==> config.mk <==
export PLATFORM = sky130hd
export DESIGN_NAME = rpp_policy_port
export DESIGN_NICKNAME = d
export VERILOG_FILES = /design/src/rpp_policy_pkg.sv /design/src/rpp_policy_port.sv
export VERILOG_INCLUDE_DIRS = /design/src
export SDC_FILE = /design/constraint.sdc
export NUM_CORES = 1
export LEC_CHECK = 0
export BUFFER_PORTS_ARGS = -buffer_cell sky130_fd_sc_hd__buf_4
export CAP_MARGIN = 25
export CORE_MARGIN = 1
export CORE_UTILIZATION = 40
export CTS_BUF_LIST = sky130_fd_sc_hd__clkbuf_8
export DETAILED_ROUTE_END_ITERATION = 8
export PLACE_DENSITY = 0.67
export SLEW_MARGIN = 10
export SYNTH_ARGS = -nofsm -noshare
export SYNTH_HDL_FRONTEND = slang
export SYNTH_SLANG_ARGS = --single-unit
==> constraint.sdc <==
create_clock -name clock -period 10 [get_ports clock]
set_input_delay 0.5 -clock clock [delete_from_list [all_inputs] [get_ports clock]]
set_output_delay 0.5 -clock clock [all_outputs]
set_load 0.1 [all_outputs]
==> src/rpp_policy_regs.svh <==
// Constants for the receive policy port: widths, depths and polarities.
// Assumes inclusion by the policy port design module only.
`ifndef RPP_POLICY_REGS_SVH
`define RPP_POLICY_REGS_SVH

// Beat width of the packet stream
`define RPP_BEAT_W 64
// Width of the logical port number from the policy
`define RPP_PORT_W 4
// Entries in the input skid buffer
`define RPP_BUF_DEPTH 2
// Entry width: beat, end-of-packet flag, CRC error flag
`define RPP_ENTRY_W 66
// Bit positions inside a buffer entry
`define RPP_ENTRY_EOF 64
`define RPP_ENTRY_CRC 65
// Idle and active levels of the active-low policy strobes
`define RPP_NEG_IDLE 1'h1
`define RPP_NEG_ACT 1'h0

`endif

==> src/rpp_policy_pkg.sv <==
// Types for the receive policy port.
// Assumes rpp_policy_regs.svh is compiled alongside.
package rpp_policy_pkg;

  // Packet handling phases
  typedef enum logic [1:0] {
    RPP_IDLE,
    RPP_DECIDE,
    RPP_HEAD,
    RPP_STREAM
  } rpp_state_type;

endpackage : rpp_policy_pkg

==> src/rpp_policy_port.sv <==
// Receive policy port: streams packets to a user policy, applies its decision.
// Assumes one clock, well framed input packets and a policy that answers once.
`timescale 1ns/100ps
`default_nettype none
`include "rpp_policy_regs.svh"

module rpp_policy_port (
  // Clock and reset
  input wire logic clock,
  input wire logic rst_b,
  // Incoming packet stream from the link
  input wire logic [`RPP_BEAT_W-1:0] inBeat,
  input wire logic inValid,
  input wire logic inEof,
  input wire logic inCrcErr,
  output logic inReady,
  // Port state from the physical layer
  input wire logic portInRetry,
  input wire logic portInError,
  // Policy side
  output logic [`RPP_BEAT_W-1:0] rxpData,
  output logic rxpSof_b,
  output logic rxpEof_b,
  output logic rxpAdvance_b,
  output logic rxpDiscard_b,
  input wire logic rxpRdy_b,
  input wire logic [`RPP_PORT_W-1:0] rxpDemuxPort,
  input wire logic rxpForceRetry_b,
  // Logical port side
  output logic [`RPP_BEAT_W-1:0] lpData,
  output logic [`RPP_PORT_W-1:0] lpPort,
  output logic lpValid,
  output logic lpSof,
  output logic lpEof,
  output logic lpAbort,
  input wire logic lpReady,
  // Per packet result pulses
  output logic pktAccept,
  output logic pktRetry
);

  rpp_policy_pkg::rpp_state_type state_r;

  logic [`RPP_ENTRY_W-1:0] bufMem [`RPP_BUF_DEPTH];
  logic wrPtr_r;
  logic rdPtr_r;
  logic [1:0] count_r;
  logic [1:0] countNxt;
  logic bufValid;
  logic bufPop;
  logic bufPush;
  logic [`RPP_ENTRY_W-1:0] head;
  logic headEof;

  logic [`RPP_BEAT_W-1:0] hold_r;
  logic single_r;
  logic bad_r;
  logic drop_r;
  logic retryReq_r;
  logic [`RPP_PORT_W-1:0] destPort_r;
  logic outFree;
  logic lpLoad;
  logic endPkt;
  logic endBad;

  // A packet must be discarded on CRC error or a bad input state
  function automatic logic discardCause(input logic crc, input logic retrySt,
                                        input logic errSt, input logic seen);
    discardCause = crc | retrySt | errSt | seen;
  endfunction : discardCause

  // Two-entry skid buffer between the link and the policy logic
  assign bufValid = (count_r != 2'h0);
  assign bufPush = inValid & inReady;
  assign head = bufMem[rdPtr_r];
  assign headEof = head[`RPP_ENTRY_EOF];
  assign outFree = ~lpValid | lpReady;

  always_comb begin
    bufPop = 1'b0;
    unique case (state_r)
      rpp_policy_pkg::RPP_IDLE: bufPop = bufValid;
      rpp_policy_pkg::RPP_STREAM: bufPop = bufValid & (drop_r | outFree);
      default: bufPop = 1'b0;
    endcase
  end

  always_comb begin
    countNxt = count_r;
    if (bufPush & ~bufPop) begin
      countNxt = count_r + 2'h1;
    end else if (bufPop & ~bufPush) begin
      countNxt = count_r - 2'h1;
    end
  end

  always_ff @(posedge clock or negedge rst_b) begin
    if (!rst_b) begin
      wrPtr_r <= 1'b0;
      rdPtr_r <= 1'b0;
      count_r <= 2'h0;
      inReady <= 1'b0;
    end else begin
      if (bufPush) begin
        wrPtr_r <= ~wrPtr_r;
      end
      if (bufPop) begin
        rdPtr_r <= ~rdPtr_r;
      end
      count_r <= countNxt;
      inReady <= (countNxt != 2'h2);
    end
  end

  always_ff @(posedge clock) begin
    if (bufPush) begin
      bufMem[wrPtr_r] <= {inCrcErr, inEof, inBeat};
    end
  end

  // Packet ends on the popped end beat, or in the head phase of a one-beat packet
  // Discard history of a finished packet must not leak into the next one's first beat
  assign endBad = discardCause(head[`RPP_ENTRY_CRC], portInRetry, portInError,
                               bad_r & (state_r != rpp_policy_pkg::RPP_IDLE));
  assign endPkt = (state_r == rpp_policy_pkg::RPP_STREAM && bufPop && headEof) ||
                  (state_r == rpp_policy_pkg::RPP_HEAD && single_r && (drop_r || outFree));
  assign lpLoad = (state_r == rpp_policy_pkg::RPP_HEAD && !drop_r && outFree) ||
                  (state_r == rpp_policy_pkg::RPP_STREAM && bufPop && !drop_r);

  // Sequencing of one packet
  always_ff @(posedge clock or negedge rst_b) begin
    if (!rst_b) begin
      state_r <= rpp_policy_pkg::RPP_IDLE;
    end else begin
      unique case (state_r)
        rpp_policy_pkg::RPP_IDLE: begin
          if (bufPop) begin
            state_r <= rpp_policy_pkg::RPP_DECIDE;
          end
        end
        rpp_policy_pkg::RPP_DECIDE: begin
          if (!rxpRdy_b) begin
            state_r <= rpp_policy_pkg::RPP_HEAD;
          end
        end
        rpp_policy_pkg::RPP_HEAD: begin
          if (drop_r || outFree) begin
            state_r <= single_r ? rpp_policy_pkg::RPP_IDLE : rpp_policy_pkg::RPP_STREAM;
          end
        end
        rpp_policy_pkg::RPP_STREAM: begin
          if (endPkt) begin
            state_r <= rpp_policy_pkg::RPP_IDLE;
          end
        end
      endcase
    end
  end

  // Header hold, discard tracking and the sampled policy decision
  always_ff @(posedge clock or negedge rst_b) begin
    if (!rst_b) begin
      hold_r <= 64'h0;
      single_r <= 1'b0;
      bad_r <= 1'b0;
      drop_r <= 1'b0;
      retryReq_r <= 1'b0;
      destPort_r <= 4'h0;
    end else begin
      if (state_r == rpp_policy_pkg::RPP_IDLE && bufPop) begin
        hold_r <= head[`RPP_BEAT_W-1:0];
        single_r <= headEof;
        bad_r <= endBad;
      end else if (state_r != rpp_policy_pkg::RPP_IDLE) begin
        bad_r <= bad_r | portInRetry | portInError;
      end
      if (state_r == rpp_policy_pkg::RPP_DECIDE && !rxpRdy_b) begin
        destPort_r <= rxpDemuxPort;
        retryReq_r <= ~rxpForceRetry_b;
        drop_r <= ~rxpForceRetry_b | bad_r | portInRetry | portInError;
      end
    end
  end

  // Beats shown to the policy, one advance per popped beat
  always_ff @(posedge clock or negedge rst_b) begin
    if (!rst_b) begin
      rxpData <= 64'h0;
      rxpSof_b <= `RPP_NEG_IDLE;
      rxpEof_b <= `RPP_NEG_IDLE;
      rxpAdvance_b <= `RPP_NEG_IDLE;
      rxpDiscard_b <= `RPP_NEG_IDLE;
    end else begin
      rxpSof_b <= `RPP_NEG_IDLE;
      rxpEof_b <= `RPP_NEG_IDLE;
      rxpAdvance_b <= `RPP_NEG_IDLE;
      rxpDiscard_b <= `RPP_NEG_IDLE;
      if (bufPop) begin
        rxpData <= head[`RPP_BEAT_W-1:0];
        rxpAdvance_b <= `RPP_NEG_ACT;
        if (state_r == rpp_policy_pkg::RPP_IDLE) begin
          rxpSof_b <= `RPP_NEG_ACT;
        end
        if (headEof) begin
          rxpEof_b <= `RPP_NEG_ACT;
          rxpDiscard_b <= endBad ? `RPP_NEG_ACT : `RPP_NEG_IDLE;
        end
      end
    end
  end

  // Forwarding to the chosen logical port, held until taken
  always_ff @(posedge clock or negedge rst_b) begin
    if (!rst_b) begin
      lpData <= 64'h0;
      lpPort <= 4'h0;
      lpValid <= 1'b0;
      lpSof <= 1'b0;
      lpEof <= 1'b0;
      lpAbort <= 1'b0;
    end else begin
      if (lpLoad) begin
        lpValid <= 1'b1;
        lpPort <= destPort_r;
        if (state_r == rpp_policy_pkg::RPP_HEAD) begin
          lpData <= hold_r;
          lpSof <= 1'b1;
          lpEof <= single_r;
          lpAbort <= 1'b0;
        end else begin
          lpData <= head[`RPP_BEAT_W-1:0];
          lpSof <= 1'b0;
          lpEof <= headEof;
          lpAbort <= headEof & endBad;
        end
      end else if (lpReady) begin
        lpValid <= 1'b0;
      end
    end
  end

  // One pulse per packet: accepted, or dropped or aborted for retry
  always_ff @(posedge clock or negedge rst_b) begin
    if (!rst_b) begin
      pktAccept <= 1'b0;
      pktRetry <= 1'b0;
    end else begin
      pktAccept <= 1'b0;
      pktRetry <= 1'b0;
      if (endPkt) begin
        if (drop_r || retryReq_r || (state_r == rpp_policy_pkg::RPP_STREAM && endBad)) begin
          pktRetry <= 1'b1;
        end else begin
          pktAccept <= 1'b1;
        end
      end
    end
  end

  AST_ADV_VALID: assert property (@(posedge clock) disable iff (!rst_b)
    !rxpAdvance_b |-> $past(bufValid))
    else $error("advance without a buffered beat");

  AST_DATA_BEAT: assert property (@(posedge clock) disable iff (!rst_b)
    bufPop |=> rxpData == $past(head[`RPP_BEAT_W-1:0]))
    else $error("policy beat differs from the popped beat");

  AST_SOF_FIRST: assert property (@(posedge clock) disable iff (!rst_b)
    (bufPop && state_r == rpp_policy_pkg::RPP_IDLE) |=> !rxpSof_b && !rxpAdvance_b)
    else $error("first beat shown without start marker");

  AST_EOF_LAST: assert property (@(posedge clock) disable iff (!rst_b)
    (bufPop && headEof) |=> !rxpEof_b && !rxpAdvance_b)
    else $error("last beat shown without end marker");

  AST_DISCARD_EOF: assert property (@(posedge clock) disable iff (!rst_b)
    !rxpDiscard_b |-> !rxpEof_b)
    else $error("discard marker without end marker");

  AST_DISCARD_STATE: assert property (@(posedge clock) disable iff (!rst_b)
    (bufPop && headEof && (portInError || head[`RPP_ENTRY_CRC])) |=> !rxpDiscard_b)
    else $error("bad packet not marked for discard");

  AST_DISCARD_RETRY: assert property (@(posedge clock) disable iff (!rst_b)
    (!rxpDiscard_b && state_r == rpp_policy_pkg::RPP_IDLE) |-> ##[0:3] pktRetry)
    else $error("discarded packet not retried");

  AST_PORT_SAMPLE: assert property (@(posedge clock) disable iff (!rst_b)
    (state_r == rpp_policy_pkg::RPP_DECIDE && !rxpRdy_b) |=> destPort_r == $past(rxpDemuxPort))
    else $error("destination not sampled with ready");

  AST_NO_EARLY_FWD: assert property (@(posedge clock) disable iff (!rst_b)
    (state_r == rpp_policy_pkg::RPP_DECIDE) |=> !$rose(lpValid))
    else $error("beat forwarded before policy decision");

  AST_LP_ROUTE: assert property (@(posedge clock) disable iff (!rst_b)
    (state_r == rpp_policy_pkg::RPP_HEAD && !drop_r && outFree)
      |=> lpValid && lpSof && lpPort == $past(destPort_r))
    else $error("accepted packet head not forwarded to the chosen port");

endmodule : rpp_policy_port
`default_nettype wire

==> key figures <==
Global routing
  • Vias in the first global route: 8607
  • Largest net degree at the start of global routing: 105
  • GRT overflow: 0
  • First-pass GRT wire length: 48100 um
  • Gr usage total: 17.5%
  • Initial antenna violation count: 1

Synthesis
  • Netlist cell types: 38
  • Register bit total from synthesis: 353
  • Syn nets: 1100
  • EDFF count, synth: 132
  • Syn Area/Cell: 13.6 um2
  • Register area share after synthesis: 69.0%
  • Post-synth top flop: dfrtp_1
  • Post-Syn Area: 0.0138 mm2
  • Yosys warning total: 0
  • Ys async rst share: 62.6%
  • Syn Inst Count: 1016

STA
  • Setup Skew: 0.0313 ns
  • Hold Vio Cnt, Final: 0
  • Final setup fails: 0
  • Slew Limit Fails: 0
  • Least-Margin Pin Slew: 1.03 ns
  • Sum Neg Setup Slack: 0 ns
  • Post-layout minimum cycle time: 3.55 ns
  • Rel. slew slack: 31.4%
  • Tcrit/Tclk final: 35.5%
  • Max frequency: 0.282 GHz
  • RSZ-0062 raised after global routing: no
  • Worst hold slack: 0.0673 ns

Route
  • Routed WL: 30500 um
  • Initial drt markers: 460
  • DR DRC count: 0
  • Via count: 8526
  • Antenna viol nets, final: 0
  • Routed wire per std cell: 17.4 um
  • Drt pass-1 iters: 5
  • Drt via density: 4.87

Worst setup path
  • Critical path cell sequence: inv_1 -> ha_1 -> nor2_1 -> a32oi_2 -> nor2_4 -> buf_4 -> buf_4 -> mux2_4
  • Worst path slowest cell: buf_4
  • Arrival @ worst endpoint: 4.01 ns
  • CP most frequent cell: buf_4
  • CP bufs+invs: 3
  • CP delay by family, top: buffers and inverters
  • CP Capture Type: flop
  • Nature of the critical path startpoint: flop
  • Delay of the slowest cell on the worst path: 0.78 ns
  • Req. time, crit path: 10.46 ns
  • CP Max Fanout: 42
  • R2R setup slack: 6.45 ns
  • WS Path Type: flop to flop

Finish
  • Layout cells sized above 1: 31.6%
  • P&R area growth vs syn: 24.4%
  • Final design utilization: 50.8%
  • Final net count: 1335
  • Final Instance Count excl. Fillers: 1751
  • Storage element area: 0.00950 mm2
  • Area taken by multi-input logic gates: 0.00397 mm2
  • Fillers: 2916

Clock network
  • Clock latency on the worst-skew pair: 0.61 ns
  • CTS tree: built
  • # Post-CTS Setup Buffers: 0
  • Num CTS Buffers: 59
  • Hold buffers post-CTS: 1
  • Htree depth: 2
  • Clk sinks: 353
  • Post-cts resize count: 0
  • Clock Root Buffer: clkbuf_8
  • Clock Tree Buf Depth: 3
  • Clk pin slew, worst setup/hold paths: 0.07 ns

Place
  • Dpl hpwl: 18800 um
  • GP Congestion: 0.737
  • Dpl cells: 1635
  • I/O Buffers: 220

Floorplan
  • I/O pins: 221
  • Width of the die: 188 um
  • Core area: 0.0337 mm2
  • Die area: 0.0352 mm2
  • DIE HEIGHT: 188 um
  • Initial Util: 40.9%
  • Num rows: 67

Status
  • Status: finished, final reports clean

Worst hold path
  • Worst hold-check path type: input pin to flop

Job
  • Max Cap Violations: 0
==> final cells by class <==
cell class                 instances  share of cell area (%)
antenna                            1                  0.0146
clock buffer                      71                    5.70
clock inverter                    41                    1.40
inverter                           8                   0.190
multi-input combinational        594                    23.2
sequential                       353                    55.5
tap                              448                    3.27
timing repair buffer             235                    10.8
==> path summary, 6_finish.rpt <==
path                       startpoint            end  cells after the start
min                        inBeat[26]  bufMem[0][26]                      1
max in group asynchronous       rst_b     lpData[63]                      3
min reg2reg                hold_r[63]     hold_r[63]                      2
min in group asynchronous       rst_b     lpData[55]                      2
max                        state_r[0]      lpData[3]                      8
max reg2reg                state_r[0]      lpData[3]                      8
==> registers in the layout (all words and copies together), names as in the netlist, 2 cells and up <==
| signal | count |
|---|---|
| bufMem | 132 |
| hold_r | 64 |
| lpData | 64 |
| rxpData | 64 |
| destPort_r | 4 |
| lpPort | 4 |
| count_r | 2 |
| state_r | 2 |
==> cells in the final DEF (no fill, tap or decap), drive strengths merged, types with 4 or more instances in the layout <==
cell,Yosys,final
nand2,135,135
mux2,75,75
inv,8,22
buf,29,234
dfrtp,217,217
clkinv,0,21
o21ai,133,133
nor2,72,72
dfstp,4,4
edfxtp,132,132
clkbuf,32,71
mux2i,73,73
ha,6,6
clkinvlp,0,4
a21oi,66,66
==> per-stage QoR <==
stage | setup WS, ns | cell area [um2]
3_5_place_dp | 6.46 | 15800
3_3_place_gp | 6.60 | 15800
5_1_grt | 6.30 | 17100
4_1_cts | 6.43 | 17100
6_report | 6.45 | 17100
2_1_floorplan | 5.41 | 13800
==> kinds of logic (layout without fill, tap and decap cells) <==
family          count (synthesis)  in the layout  share of synthesized area (%)
other cells                     0              1                              0
simple gates                  228            228                           6.63
mux                           148            148                           13.3
fa+ha+maj                       6              6                          0.545
compound gates                208            208                           7.79
xor+xnor                        4              4                          0.254
buf+inv                        69            355                           2.46
flops                         353            353                           69.0
==> routing by layer <==
layer	wire [um]	track usage, %	vias to the layer above
li1	-	-	4056
met1	13600	23.0	4202
met2	14700	28.5	215
met3	1650	3.86	53
met4	635	5.94	0
met5	0	0	-
==> cells in the mapped netlist (all sizes together) (6+ instances only) <==
cell type  instances  area share (%)
mux2              75             8.0
dfrtp            217              39
nand2            135             3.7
mux2i             73             5.3
clkbuf            32            0.87
edfxtp           132              29
a21oi             66             2.4
nor2              72             2.0
buf               29             1.4
inv                8            0.22
o21ai            133             4.8
ha                 6            0.55
Power is not shown: default switching activity piles up to over one toggle a cycle in this logic, so the estimate is an artifact.
